### src/design/gpmct_pkg.sv
// package for the match/capture timer: register map, field layout,
// reset values, match output actions and the register bus carrier.
// assumes a 32-bit register port with byte addresses, one word each.
package gpmct_pkg;

    // -------------------------------------------------------------
    // widths
    // -------------------------------------------------------------
    localparam int ADDR_W = 8;
    localparam int DATA_W = 32;
    localparam int NUM_MATCH = 4;
    localparam int NUM_PWM = 3;
    localparam int NUM_DMA = 2;
    localparam int FIELD_W = 4;

    // -------------------------------------------------------------
    // register offsets (byte addresses)
    // -------------------------------------------------------------
    localparam logic [ADDR_W-1:0] OFS_CTRL = 8'h00;
    localparam logic [ADDR_W-1:0] OFS_PRESCALE_LIMIT = 8'h04;
    localparam logic [ADDR_W-1:0] OFS_PRESCALE_COUNT = 8'h08;
    localparam logic [ADDR_W-1:0] OFS_COUNT = 8'h0c;
    localparam logic [ADDR_W-1:0] OFS_MATCH0 = 8'h10;
    localparam logic [ADDR_W-1:0] OFS_MATCH_CTRL = 8'h20;
    localparam logic [ADDR_W-1:0] OFS_OUT_CTRL = 8'h24;
    localparam logic [ADDR_W-1:0] OFS_PWM_CTRL = 8'h28;
    localparam logic [ADDR_W-1:0] OFS_CAP_CTRL = 8'h2c;
    localparam logic [ADDR_W-1:0] OFS_CAP_CLEAR = 8'h30;
    localparam logic [ADDR_W-1:0] OFS_CAP0 = 8'h34;
    localparam logic [ADDR_W-1:0] OFS_INT_STATUS = 8'h44;
    localparam logic [ADDR_W-1:0] OFS_INT_MASK = 8'h48;
    localparam logic [ADDR_W-1:0] OFS_OUT_STATE = 8'h4c;

    // -------------------------------------------------------------
    // field positions
    // -------------------------------------------------------------
    localparam int CTRL_EN_BIT = 0;
    localparam int CTRL_RST_BIT = 1;
    localparam int CTRL_EXT_BIT = 2;
    localparam int MC_INT_BIT = 0;
    localparam int MC_RST_BIT = 1;
    localparam int MC_STOP_BIT = 2;
    localparam int MC_DMA_BIT = 3;
    localparam int CC_RISE_BIT = 0;
    localparam int CC_FALL_BIT = 1;
    localparam int CC_INT_BIT = 2;
    localparam int CLR_EN_BIT = 0;
    localparam int CLR_SEL_LSB = 1;
    localparam int CLR_FALL_BIT = 3;
    localparam int INT_CAP_LSB = 4;
    localparam int PWM_PERIOD_CH = 3;

    // -------------------------------------------------------------
    // reset values
    // -------------------------------------------------------------
    localparam logic [DATA_W-1:0] REG_RESET = 32'h0000_0000;
    localparam logic [NUM_MATCH-1:0] OUT_RESET = 4'h0;

    // match output action, two bits per channel
    typedef enum logic [1:0] {ACT_NONE, ACT_LOW, ACT_HIGH, ACT_TOGGLE} gpmct_act_e;

    // one register port request
    typedef struct packed {
        logic [ADDR_W-1:0] addr;
        logic [DATA_W-1:0] wdata;
        logic wr;
        logic rd;
    } gpmct_bus_req_s;

endpackage

### src/design/gpmct_edge.sv
// edge finder for the capture inputs and the external count clock.
// assumes inputs already synchronous to core_clk_in.
`timescale 1ns/100ps
module gpmct_edge #(
    parameter int W = 1
) (
    input wire logic core_clk_in,
    input wire logic reset_n_in,
    input wire logic clk_en_in,
    input wire logic [W-1:0] sig_in,
    output logic [W-1:0] rise_out,
    output logic [W-1:0] fall_out
);

    logic [W-1:0] prev;
    logic primed;

    // -------------------------------------------------------------
    // history
    // -------------------------------------------------------------
    // primed blocks a false edge on the first sample after reset
    always_ff @(posedge core_clk_in or negedge reset_n_in) begin
        if (!reset_n_in) begin
            prev <= '0;
            primed <= 1'b0;
        end else if (clk_en_in) begin
            prev <= sig_in;
            primed <= 1'b1;
        end
    end

    // edges compare the live input against the last sample
    assign rise_out = primed ? (sig_in & ~prev) : '0;
    assign fall_out = primed ? (~sig_in & prev) : '0;

endmodule

### src/design/gpmct_timer.sv
// general-purpose 32-bit match/capture timer with prescaler.
// assumes one clock, capture and count inputs synchronous to it.
//
// Overview of operation
// - 32-bit counter advances through a software-set 32-bit prescaler.
// - counts system clock cycles or rising edges of an external clock.
// - up to four capture channels load the count on an input edge.
// - a capture event may raise an interrupt when enabled.
// - a chosen capture edge may clear counter and prescaler together.
// - four 32-bit match registers; continue counting, optional interrupt.
// - a match may halt the counter, optionally with an interrupt.
// - a match may reset the counter, optionally with an interrupt.
// - four match outputs go low, high, toggle or stay on match.
// - match channels 0 and 1 may issue timed dma requests.
// - pwm mode: up to three single-edge outputs, match 3 sets period.
//
// Design decisions made here: strobed register access and the address map.
`timescale 1ns/100ps
module gpmct_timer #(
    parameter int NUM_CAP = 4,
    parameter int CNT_W = 32
) (
    input wire logic core_clk_in,
    input wire logic reset_n_in,
    input wire logic clk_en_in,
    input wire gpmct_pkg::gpmct_bus_req_s bus_in,
    output logic [gpmct_pkg::DATA_W-1:0] rdata_out,
    input wire logic ext_clk_in,
    input wire logic [NUM_CAP-1:0] cap_in,
    output logic [gpmct_pkg::NUM_MATCH-1:0] match_out,
    output logic [gpmct_pkg::NUM_DMA-1:0] dma_req_out,
    output logic irq_out
);
    import gpmct_pkg::*;

    // -------------------------------------------------------------
    // parameter check
    // -------------------------------------------------------------
    if (NUM_CAP < 1 || NUM_CAP > 4 || CNT_W != DATA_W) begin : g_bad_param
        $error("gpmct_timer: NUM_CAP must be 1..4 and CNT_W 32");
    end

    // one bit of a channel's 4-bit field; a call result cannot be bit-selected
    function automatic logic fld(input logic [DATA_W-1:0] v, input int ch, input int b);
        return v[ch*FIELD_W + b];
    endfunction

    // -------------------------------------------------------------
    // state
    // -------------------------------------------------------------
    logic [DATA_W-1:0] ctrl, pr, pc, tc, match_ctrl, out_ctrl, pwm_ctrl;
    logic [DATA_W-1:0] cap_ctrl, cap_clear;
    logic [DATA_W-1:0] mr [NUM_MATCH];
    logic [DATA_W-1:0] cap [NUM_CAP];
    logic [7:0] status, mask, next_status;
    logic [NUM_CAP-1:0] cap_rise, cap_fall, cap_evt;
    logic ext_rise, ext_unused_fall;
    logic tick, pc_wrap, clear_evt, reset_any, stop_any, pwm_any, rst_hold;
    logic [NUM_MATCH-1:0] match_hit;
    logic [1:0] clr_sel;
    logic wr_count;

    // -------------------------------------------------------------
    // input edges
    // -------------------------------------------------------------
    gpmct_edge #(.W(NUM_CAP + 1)) u_edge (
        .core_clk_in(core_clk_in),
        .reset_n_in(reset_n_in),
        .clk_en_in(clk_en_in),
        .sig_in({ext_clk_in, cap_in}),
        .rise_out({ext_rise, cap_rise}),
        .fall_out({ext_unused_fall, cap_fall})
    );

    // -------------------------------------------------------------
    // count decisions
    // -------------------------------------------------------------
    // one tick per system cycle or per external rising edge
    always_comb begin
        rst_hold = ctrl[CTRL_RST_BIT];
        tick = ctrl[CTRL_EN_BIT] && !rst_hold
            && (ctrl[CTRL_EXT_BIT] ? ext_rise : 1'b1);
        pc_wrap = tick && (pc >= pr);
        wr_count = bus_in.wr && bus_in.addr == OFS_COUNT;
        pwm_any = |pwm_ctrl[NUM_PWM-1:0];
        // a match counts only on the advance out of its value, so once each
        for (int i = 0; i < NUM_MATCH; i++) begin
            match_hit[i] = pc_wrap && (tc == mr[i]);
        end
        reset_any = 1'b0;
        stop_any = 1'b0;
        for (int i = 0; i < NUM_MATCH; i++) begin
            reset_any = reset_any || (match_hit[i] && fld(match_ctrl, i, MC_RST_BIT));
            stop_any = stop_any || (match_hit[i] && fld(match_ctrl, i, MC_STOP_BIT));
        end
        // pwm needs match 3 to restart the period
        reset_any = reset_any || (pwm_any && match_hit[PWM_PERIOD_CH]);
        for (int i = 0; i < NUM_CAP; i++) begin
            cap_evt[i] = (cap_rise[i] && fld(cap_ctrl, i, CC_RISE_BIT))
                || (cap_fall[i] && fld(cap_ctrl, i, CC_FALL_BIT));
        end
        clr_sel = cap_clear[CLR_SEL_LSB +: 2];
        clear_evt = 1'b0;
        if (cap_clear[CLR_EN_BIT] && 32'(clr_sel) < NUM_CAP) begin
            clear_evt = cap_clear[CLR_FALL_BIT] ? cap_fall[clr_sel] : cap_rise[clr_sel];
        end
    end

    // -------------------------------------------------------------
    // prescaler and counter
    // -------------------------------------------------------------
    // clear from capture beats a software write to the count
    always_ff @(posedge core_clk_in or negedge reset_n_in) begin
        if (!reset_n_in) begin
            pc <= REG_RESET;
            tc <= REG_RESET;
        end else if (clk_en_in) begin
            if (rst_hold || clear_evt) begin
                pc <= REG_RESET;
                tc <= REG_RESET;
            end else if (wr_count) begin
                tc <= bus_in.wdata;
            end else if (pc_wrap) begin
                pc <= REG_RESET;
                if (reset_any) begin
                    tc <= REG_RESET;
                end else if (!stop_any) begin
                    tc <= tc + 32'h0000_0001;
                end
            end else if (tick) begin
                pc <= pc + 32'h0000_0001;
            end
        end
    end

    // -------------------------------------------------------------
    // control register
    // -------------------------------------------------------------
    // a stop match wins over a write that re-enables in the same cycle
    always_ff @(posedge core_clk_in or negedge reset_n_in) begin
        if (!reset_n_in) begin
            ctrl <= REG_RESET;
        end else if (clk_en_in) begin
            if (bus_in.wr && bus_in.addr == OFS_CTRL) begin
                ctrl <= {29'h0000_0000, bus_in.wdata[2:0]};
            end
            if (stop_any) begin
                ctrl[CTRL_EN_BIT] <= 1'b0;
            end
        end
    end

    // -------------------------------------------------------------
    // configuration registers
    // -------------------------------------------------------------
    always_ff @(posedge core_clk_in or negedge reset_n_in) begin
        if (!reset_n_in) begin
            pr <= REG_RESET;
            match_ctrl <= REG_RESET;
            out_ctrl <= REG_RESET;
            pwm_ctrl <= REG_RESET;
            cap_ctrl <= REG_RESET;
            cap_clear <= REG_RESET;
            mask <= REG_RESET[7:0];
            for (int i = 0; i < NUM_MATCH; i++) begin
                mr[i] <= REG_RESET;
            end
        end else if (clk_en_in && bus_in.wr) begin
            if (bus_in.addr == OFS_PRESCALE_LIMIT) begin
                pr <= bus_in.wdata;
            end else if (bus_in.addr == OFS_MATCH_CTRL) begin
                match_ctrl <= {16'h0000, bus_in.wdata[15:0]};
            end else if (bus_in.addr == OFS_OUT_CTRL) begin
                out_ctrl <= {24'h00_0000, bus_in.wdata[7:0]};
            end else if (bus_in.addr == OFS_PWM_CTRL) begin
                pwm_ctrl <= {29'h0000_0000, bus_in.wdata[2:0]};
            end else if (bus_in.addr == OFS_CAP_CTRL) begin
                cap_ctrl <= {16'h0000, bus_in.wdata[15:0]};
            end else if (bus_in.addr == OFS_CAP_CLEAR) begin
                cap_clear <= {28'h000_0000, bus_in.wdata[3:0]};
            end else if (bus_in.addr == OFS_INT_MASK) begin
                mask <= bus_in.wdata[7:0];
            end else begin
                for (int i = 0; i < NUM_MATCH; i++) begin
                    if (bus_in.addr == OFS_MATCH0 + 8'(4 * i)) begin
                        mr[i] <= bus_in.wdata;
                    end
                end
            end
        end
    end

    // -------------------------------------------------------------
    // capture registers
    // -------------------------------------------------------------
    // the count taken is the one before any same-edge clear
    always_ff @(posedge core_clk_in or negedge reset_n_in) begin
        if (!reset_n_in) begin
            for (int i = 0; i < NUM_CAP; i++) begin
                cap[i] <= REG_RESET;
            end
        end else if (clk_en_in) begin
            for (int i = 0; i < NUM_CAP; i++) begin
                if (cap_evt[i]) begin
                    cap[i] <= tc;
                end
            end
        end
    end

    // -------------------------------------------------------------
    // match outputs
    // -------------------------------------------------------------
    // software may also preset the output levels directly
    always_ff @(posedge core_clk_in or negedge reset_n_in) begin
        if (!reset_n_in) begin
            match_out <= OUT_RESET;
        end else if (clk_en_in) begin
            if (bus_in.wr && bus_in.addr == OFS_OUT_STATE) begin
                match_out <= bus_in.wdata[NUM_MATCH-1:0];
            end else begin
                for (int i = 0; i < NUM_MATCH; i++) begin
                    if (i < NUM_PWM && pwm_ctrl[i]) begin
                        // low at period start, high from the match on
                        if (match_hit[i]) begin
                            match_out[i] <= 1'b1;
                        end else if (reset_any && pc_wrap) begin
                            match_out[i] <= 1'b0;
                        end
                    end else if (match_hit[i]) begin
                        case (gpmct_act_e'(out_ctrl[2*i +: 2]))
                            ACT_LOW: match_out[i] <= 1'b0;
                            ACT_HIGH: match_out[i] <= 1'b1;
                            ACT_TOGGLE: match_out[i] <= ~match_out[i];
                            default: match_out[i] <= match_out[i];
                        endcase
                    end
                end
            end
        end
    end

    // -------------------------------------------------------------
    // dma requests
    // -------------------------------------------------------------
    // one-cycle request per match, channels 0 and 1 only
    always_ff @(posedge core_clk_in or negedge reset_n_in) begin
        if (!reset_n_in) begin
            dma_req_out <= '0;
        end else if (clk_en_in) begin
            for (int i = 0; i < NUM_DMA; i++) begin
                dma_req_out[i] <= match_hit[i] && fld(match_ctrl, i, MC_DMA_BIT);
            end
        end
    end

    // -------------------------------------------------------------
    // interrupt status
    // -------------------------------------------------------------
    // read clears; a new event in the reading cycle stays set
    always_comb begin
        next_status = status;
        if (bus_in.rd && bus_in.addr == OFS_INT_STATUS) begin
            next_status = 8'h00;
        end
        for (int i = 0; i < NUM_MATCH; i++) begin
            if (match_hit[i] && fld(match_ctrl, i, MC_INT_BIT)) begin
                next_status[i] = 1'b1;
            end
        end
        for (int i = 0; i < NUM_CAP; i++) begin
            if (cap_evt[i] && fld(cap_ctrl, i, CC_INT_BIT)) begin
                next_status[INT_CAP_LSB + i] = 1'b1;
            end
        end
    end

    always_ff @(posedge core_clk_in or negedge reset_n_in) begin
        if (!reset_n_in) begin
            status <= REG_RESET[7:0];
            irq_out <= 1'b0;
        end else if (clk_en_in) begin
            status <= next_status;
            irq_out <= |(next_status & mask);
        end
    end

    // -------------------------------------------------------------
    // register read port
    // -------------------------------------------------------------
    // unmapped addresses and idle cycles read as zero
    always_ff @(posedge core_clk_in or negedge reset_n_in) begin
        if (!reset_n_in) begin
            rdata_out <= REG_RESET;
        end else if (clk_en_in) begin
            rdata_out <= REG_RESET;
            if (bus_in.rd) begin
                if (bus_in.addr == OFS_CTRL) begin
                    rdata_out <= ctrl;
                end else if (bus_in.addr == OFS_PRESCALE_LIMIT) begin
                    rdata_out <= pr;
                end else if (bus_in.addr == OFS_PRESCALE_COUNT) begin
                    rdata_out <= pc;
                end else if (bus_in.addr == OFS_COUNT) begin
                    rdata_out <= tc;
                end else if (bus_in.addr == OFS_MATCH_CTRL) begin
                    rdata_out <= match_ctrl;
                end else if (bus_in.addr == OFS_OUT_CTRL) begin
                    rdata_out <= out_ctrl;
                end else if (bus_in.addr == OFS_PWM_CTRL) begin
                    rdata_out <= pwm_ctrl;
                end else if (bus_in.addr == OFS_CAP_CTRL) begin
                    rdata_out <= cap_ctrl;
                end else if (bus_in.addr == OFS_CAP_CLEAR) begin
                    rdata_out <= cap_clear;
                end else if (bus_in.addr == OFS_INT_STATUS) begin
                    rdata_out <= {24'h00_0000, status};
                end else if (bus_in.addr == OFS_INT_MASK) begin
                    rdata_out <= {24'h00_0000, mask};
                end else if (bus_in.addr == OFS_OUT_STATE) begin
                    rdata_out <= {28'h000_0000, match_out};
                end else begin
                    for (int i = 0; i < NUM_MATCH; i++) begin
                        if (bus_in.addr == OFS_MATCH0 + 8'(4 * i)) begin
                            rdata_out <= mr[i];
                        end
                    end
                    for (int i = 0; i < NUM_CAP; i++) begin
                        if (bus_in.addr == OFS_CAP0 + 8'(4 * i)) begin
                            rdata_out <= cap[i];
                        end
                    end
                end
            end
        end
    end
endmodule

### config.mk
export PLATFORM = sky130hd
export DESIGN_NAME = gpmct_timer
export DESIGN_NICKNAME = d
export VERILOG_FILES = /design/src/design/gpmct_pkg.sv /design/src/design/gpmct_edge.sv /design/src/design/gpmct_timer.sv
export SDC_FILE = /design/constraint.sdc
export NUM_CORES = 1
export LEC_CHECK = 0
export ABC_AREA = 1
export BUFFER_PORTS_ARGS = -buffer_cell sky130_fd_sc_hd__buf_4
export CAP_MARGIN = 10
export CELL_PAD_IN_SITES_DETAIL_PLACEMENT = 1
export CELL_PAD_IN_SITES_GLOBAL_PLACEMENT = 1
export CORE_MARGIN = 2
export CORE_UTILIZATION = 47
export DETAILED_ROUTE_END_ITERATION = 7
export PLACE_DENSITY_LB_ADDON = 0.25
export SLEW_MARGIN = 20
export SYNTH_ARGS = -nofsm -noshare
export SYNTH_HDL_FRONTEND = slang
export SYNTH_SLANG_ARGS = --single-unit
### constraint.sdc
create_clock -name core_clk_in -period 3.47 [get_ports core_clk_in]
set_clock_uncertainty 0.2 [all_clocks]
set_input_delay 0.694 -clock core_clk_in [delete_from_list [all_inputs] [get_ports core_clk_in]]
set_output_delay 0.694 -clock core_clk_in [all_outputs]
set_load 0.05 [all_outputs]
== Yosys cells after proc, flatten, opt, wreduce, memory -nomap -nowiden ==
Index checks and enable logic that the tools add are counted.

* Output and inout bits: 39
* Word-level logic and storage cells: 245
* Bits of input ports: 50
* Bits in registers: 463

* Reduce and logical (&&, ||, !) cells: 93
* Equality and inequality tests: 37
* Mux-type cells: 66
* Bitwise logic cells: 16
* $lt $le $gt $ge: 2
* Add/subtract/negate cells: 2

{| class="wikitable"
|+ Operators by type and width
! operator !! count
|-
| 32-bit two-way mux || 30
|-
| 32-bit == test || 4
|-
| 32-bit by 1-bit adder with 32-bit output, second input constant || 2
|-
| 8-bit by 6-bit == test with 1-bit output, second input constant || 8
|-
| 1-bit logical AND || 40
|-
| 9-bit AND reduction || 4
|-
| 8-bit by 5-bit == test with 1-bit output, second input constant || 4
|-
| 8-bit by 7-bit == test with 1-bit output, second input constant || 4
|-
| 32-bit >= comparator || 1
|-
| 1-bit two-way mux || 26
|-
| 3-bit nonzero test || 8
|-
| 2-bit == test, second input constant || 8
|-
| 8-bit by 4-bit == test with 1-bit output, second input constant || 2
|-
| 4-bit AND reduction || 4
|-
| 5-bit nonzero test || 3
|-
| 2-bit AND reduction || 7
|-
| 1-bit logical OR || 12
|-
| 1-bit case mux with 3 select lines || 4
|-
| 3-bit AND reduction || 4
|-
| 1-bit inverter || 11
|-
| 8-bit AND || 1
|-
| 2-bit by 1-bit == test with 1-bit output, second input constant || 4
|-
| 8-bit by 3-bit == test with 1-bit output, second input constant || 1
|-
| 8-bit logical NOT || 1
|-
| 20 further kinds || 23
|}

== Depth between registers and ports, before layout ==
* Depth after elaboration: 22
* Mapped depth: 21
* Gate-level depth less buffers: 21

== Hierarchy ==
Synthesis repeated with hierarchy kept, for this count alone.

* Cell total of the unflattened synthesis: 3201
* Area, all modules: 25110.3 um^2

{| class="wikitable"
|+ By module, submodules not included
! module !! area an instance (um^2) !! cells each !! times used !! sequential area each (um^2)
|-
| gpmct_timer || 24811.3 || 3157 || 1 || 11436.0
|-
| gpmct_edge || 299.0 || 44 || 1 || 150.1
|}

== Worst setup path after synthesis ==
OpenSTA, ideal clock, no wires.

* Path kind: input port to flip-flop
* Start: in bus_in[34] (netlist bit)
* End: reg mr[119] (netlist bit)
* Setup time: 0.127 ns
* Buffers on the path: 2
* Slack: 0.960 ns
* Stages: 11
* Arrival: 2.184 ns
* Required time: 3.143 ns
* Cells stage by stage: inv_1 > nand2_1 > nor2_2 > inv_1 > nor2_1 > nor4_1 > and2_1 > buf_2 > nand2_4 > buf_2 > o21ai_0

* Cells in the longest elaborated chain, start to end: 3
* Elaborated cells on any way between the ends: 16
* Those cells by class: eq/ne (8); bitwise (7); reduce/logical (1)

{| class="wikitable"
|+ RTL lines
! item !! line !! RTL
|-
| start, declared || gpmct_timer.sv:26 || <nowiki>input wire gpmct_pkg::gpmct_bus_req_s bus_in,</nowiki>
|-
| 8-bit by 7-bit == test with 1-bit output (tied with other cells) || gpmct_timer.sv:181 || <nowiki>end else if (bus_in.addr == OFS_INT_MASK) begin</nowiki>
|-
| 1-bit inverter (no source line) || -- ||
|-
| 9-bit AND reduction (no source line) * || -- ||
|-
| end signal, assigned by index || gpmct_timer.sv:186 || <nowiki>mr[i] <= bus_in.wdata;</nowiki>
|-
| end, declared || gpmct_timer.sv:53 || <nowiki>logic [DATA_W-1:0] mr [NUM_MATCH];</nowiki>
|}

Mark *: on every way between the ends. The rest lies on a longest branch, timed or not.
A chain may end at the register's enable or synchronous reset.

== Final worst setup path ==
* Start: reg tc[1]
* End: reg tc[11]

* Cells in the longest elaborated chain, start to end: 11
* Elaborated cells on any way between the ends: 32
* Those cells by class: add/sub (1); eq/ne (5); mux (5); reduce/logical (21)

{| class="wikitable"
|+ RTL lines
! item !! line !! RTL
|-
| start, declared || gpmct_timer.sv:51 || <nowiki>logic [DATA_W-1:0] ctrl, pr, pc, tc, match_ctrl, out_ctrl, pwm_ctrl;</nowiki>
|-
| start signal, assigned || gpmct_timer.sv:122 || <nowiki>tc <= bus_in.wdata;</nowiki>
|-
| start signal, assigned || gpmct_timer.sv:128 || <nowiki>tc <= tc + 32'h0000_0001;</nowiki>
|-
| branches (longest 11 deep; another with 32-bit by 1-bit adder with 32-bit output) || -- ||
|}

Parallel ways; which one is timed is not known. The select of a mux whose other input is x is not followed.

==> metrics.csv <==
stage,metric,value,unit
floorplan,die_area,0.0549,sq mm
cells_and_area,seq_area,0.0116,sq mm
cells_and_area,fin_cells,3986,
cts,htree_levels,2,
cts,cts_root_buf,clkbuf_16,
sta,tightestPinTransition,0.819,ns
sta,tns,0,ns
grt,grt_pass1_vias,23958,
cells_and_area,final_layout_size_suffix_gt1_share,10.9,%
routing,drc_errors,0,
cts,clockBufferDepth,3,
synth,synth_compound_area_share,14.7,%
grt,grt_util_met2,50.9,%
setup_path,max_stage_delay,0.61,ns
grt,grt_pass1_wl,142,mm
routing,firstDrtPassIters,5,
synth,yosysWarningCount,0,
routing,drt_iter0_markers,2200,
routing,routed_wl,91.6,mm
worst_hold_path,hp-class,primary input to flip-flop,
flow_run,cap_viol_max_count,0,
cts,cts_tree,done,
synth,synth-simple-area-share,23.8,%
routing,wl_per_cell,23.0,microns
synth,ys_top_cells_by_area,"dfrtp_1 (46%), nand2_1 (15%), o21ai_0 (8.8%)",
placed_design,io_buffers,88,
grt,gr-usage-met3,6.36,%
sta,finalCritPeriodShare,95.4,%
synth,yosys.area_share.adder,1.81,%
cts,clkTransAtPathRegs,0.06,ns
synth,yosys.area_share.xor_xnor,5.76,%
routing,ant_nets,0,
floorplan,start_util,47.5,%
placed_design,hpwl,67.0,mm
routing,via_per_inst,5.87,
grt,grtUsageMet1,49.6,%
setup_path,end_kind,flip-flop,
pwr,leakage,13.2,nW
floorplan,pin_count,89,
pwr,seqPwrFrac,39.7,%
synth,synth-main-ff-cell,dfrtp_1,
synth,synth_edf_count,0,
sta,finalHoldViolCount,0,
sta,clock.fmax,302,MHz
pwr,power_frac_comb,24.0,%
sta,slew_violations,0,
synth,yosysUniqueCellTypes,48,
setup_path,worstPathMaxFanout,9,
floorplan,coreArea,0.0526,sq mm
synth,avgSynthCellArea,7.84,sq um
floorplan,rows,84,
synth,synth_nets,3268,
cells_and_area,fill_cells,6436,
cells_and_area,multi_input_area,0.0115,sq mm
setup_path,cp_data_required_time,3.75,ns
pwr,pwr-share-clk,36.4,%
sta,finalSetupViolCount,0,
pwr,p_int,10.5,mW
placed_design,post-place-cells,3888,
pwr,p_switching,5.56,mW
synth,synthArstFlopShare,100,%
grt,grt_max_degree,82,
setup_path,path_cells,buf_4 > xnor2_1 > nand4_1 > nor2_1 > nand2_1 > nor2_2 > nand4_1 > nand2_2 > nor2_4 > buf_4 > nand3_2 > nand2_4 > buf_4 > nand2_1 > o21ai_0,
setup_path,crit_type,flip-flop to flip-flop,
synth,synth.most_common_cell,nand2_1,
cells_and_area,postLayoutCoreUtil,54.1,%
pwr,finalPower,16.0,mW
placed_design,place_congestion,0.941,
cts,cts_sinks,463,
pwr,swShare,34.6,%
routing,vias,23378,
cells_and_area,final_nets,3345,
cells_and_area,diodes,0,
synth,synthCells,3182,
cells_and_area,synthToLayoutAreaGrowth,14.1,%
cts,clk_latency,0.61,ns
sta,min_period,3.31,ns
synth,ys_seq_elements,463,
synth,yosys.area.top_type_share,46.4,%
sta,slew_headroom,45.3,%
setup_path,cp_common_cell,buf_4,
grt,grt-busiest-layer,met2,
floorplan,die_y,234,microns
floorplan,die_width,234,microns
setup_path,arrival,3.59,ns
sta,rsz0062_at_grt,no,
synth,ys_seq_area_share,46.4,%
pwr,p_per_area,564,mW/mm^2
setup_path,crit_path_top_delay_cell,dfrtp_1,
grt,grt_overflow_total,0,
cts,cts_buffers,53,
sta,whs,0.115,ns
synth,synth_top_family_by_area,simple AND/OR/NAND/NOR gates,
setup_path,cp-start-kind,flip-flop,
grt,antenna_found_initial,2,
grt,grt.total_usage,33.8,%
pwr,vdd.ir_drop.worst,0.466,mV
synth,synthTopCellsByCount,"nand2_1 (1020), dfrtp_1 (463), o21ai_0 (437)",
synth,muxShareOfSynthArea,0,%
synth,synthesis.area,0.0249,sq mm
outcome,status,"complete, no violations",
synth,synth_area_leader_cell,dfrtp_1,
power groups by stage:
stage | clock network, mW | registers [mW] | logic (mW)
global route | 6.10 | 6.40 | 4.17
finish | 5.83 | 6.36 | 3.85
global placement | 0 | 6.40 | 3.68
detailed placement | 0 | 6.43 | 3.79
CTS | 5.89 | 6.34 | 3.83
floorplan | 0 | 6.01 | 2.61
critical path: cells and delay by family, from the launching register on:
kind            cells  cell delay [ns]
simple gates       10             1.52
flops               1             0.61
buf+inv             3             0.61
xor+xnor            1             0.14
compound gates      1             0.08
metal layers:
metal  share of wire, %  up-vias
met5                  0        -
met3                7.3      144
met2                 44      799
met4                2.9        0
li1                   -    10584
met1                 46    11851
stage by stage:
step	worst slack, ns	cell area [sq um]
floorplan	0.960	24900
global placement	0.179	26600
detailed placement	0.149	26600
CTS	0.179	28400
global route	0.0420	28500
finish	0.159	28500
cell usage in the layout, fill, tap and decap left out, types with 10 or more instances in the layout:
cell type and count:
nand4_1 87, ha_1 36, xnor2_1 106, a21oi_1 111, nand2_1 1014, clkinv_2 11
xor2_1 58, dfrtp_1 463, buf_12 23, nor2_1 101, inv_1 219, clkbuf_16 55
o22ai_1 38, nor3_1 30, buf_4 167, clkbuf_1 12, o21ai_1 51, a22o_1 11
clkbuf_8 10, nand3_1 106, o21ai_0 437, nor2_2 13, inv_2 24, o211ai_1 26
final timing paths:
check	endpoint	start	cells past startpoint	slack, ns
min in group asynchronous	u_edge.prev[4]	reset_n_in	2	0.45
worst max-delay path	tc[11]	tc[1]	15	0.16
worst min register to register	cap[89]	cap[89]	2	0.28
max in group asynchronous	cap[27]	reset_n_in	3	1.71
worst min-delay path	u_edge.prev[4]	ext_clk_in	3	0.11
worst max register to register	tc[11]	tc[1]	15	0.16
registers in the layout (all words and copies together) (netlist names), 2 cells and up:
name         cells
cap_clear        4
mr             128
match_ctrl      16
status           8
match_out        4
rdata_out       32
pr              32
pc              32
u_edge.prev      5
tc              32
cap_ctrl        16
ctrl             3
pwm_ctrl         3
out_ctrl         8
dma_req_out      2
mask             8
cap            128
logic make-up (layout without fill, tap and decap cells):
| kind of cell | after synthesis | after routing |
|---|---|---|
| and+or+nand+nor | 1406 | 1406 |
| xor gates and xnor gates | 164 | 164 |
| DFF | 463 | 463 |
| buffers and inverters | 423 | 539 |
| adders and majority gates | 36 | 36 |
| AOI/OAI and AO/OA | 690 | 690 |
timing repair:
action | CTS | global route
resized for setup | 0 | 1
hold buffers | 1 | 0
hold endpoints to repair | 52 | 0
setup buffers | 0 | 3
endpoints found under the setup margin | 0 | 14
final cells by class:
class / count / share of cell area, %
timing repair buffer: 192 / 6.11
sequential: 463 / 40.7
clock inverter: 17 / 0.778
inverter: 253 / 3.39
multi-input combinational: 2296 / 40.5
clock buffer: 77 / 5.48
tap: 688 / 3.03
Power figures use the tool's default switching activity.
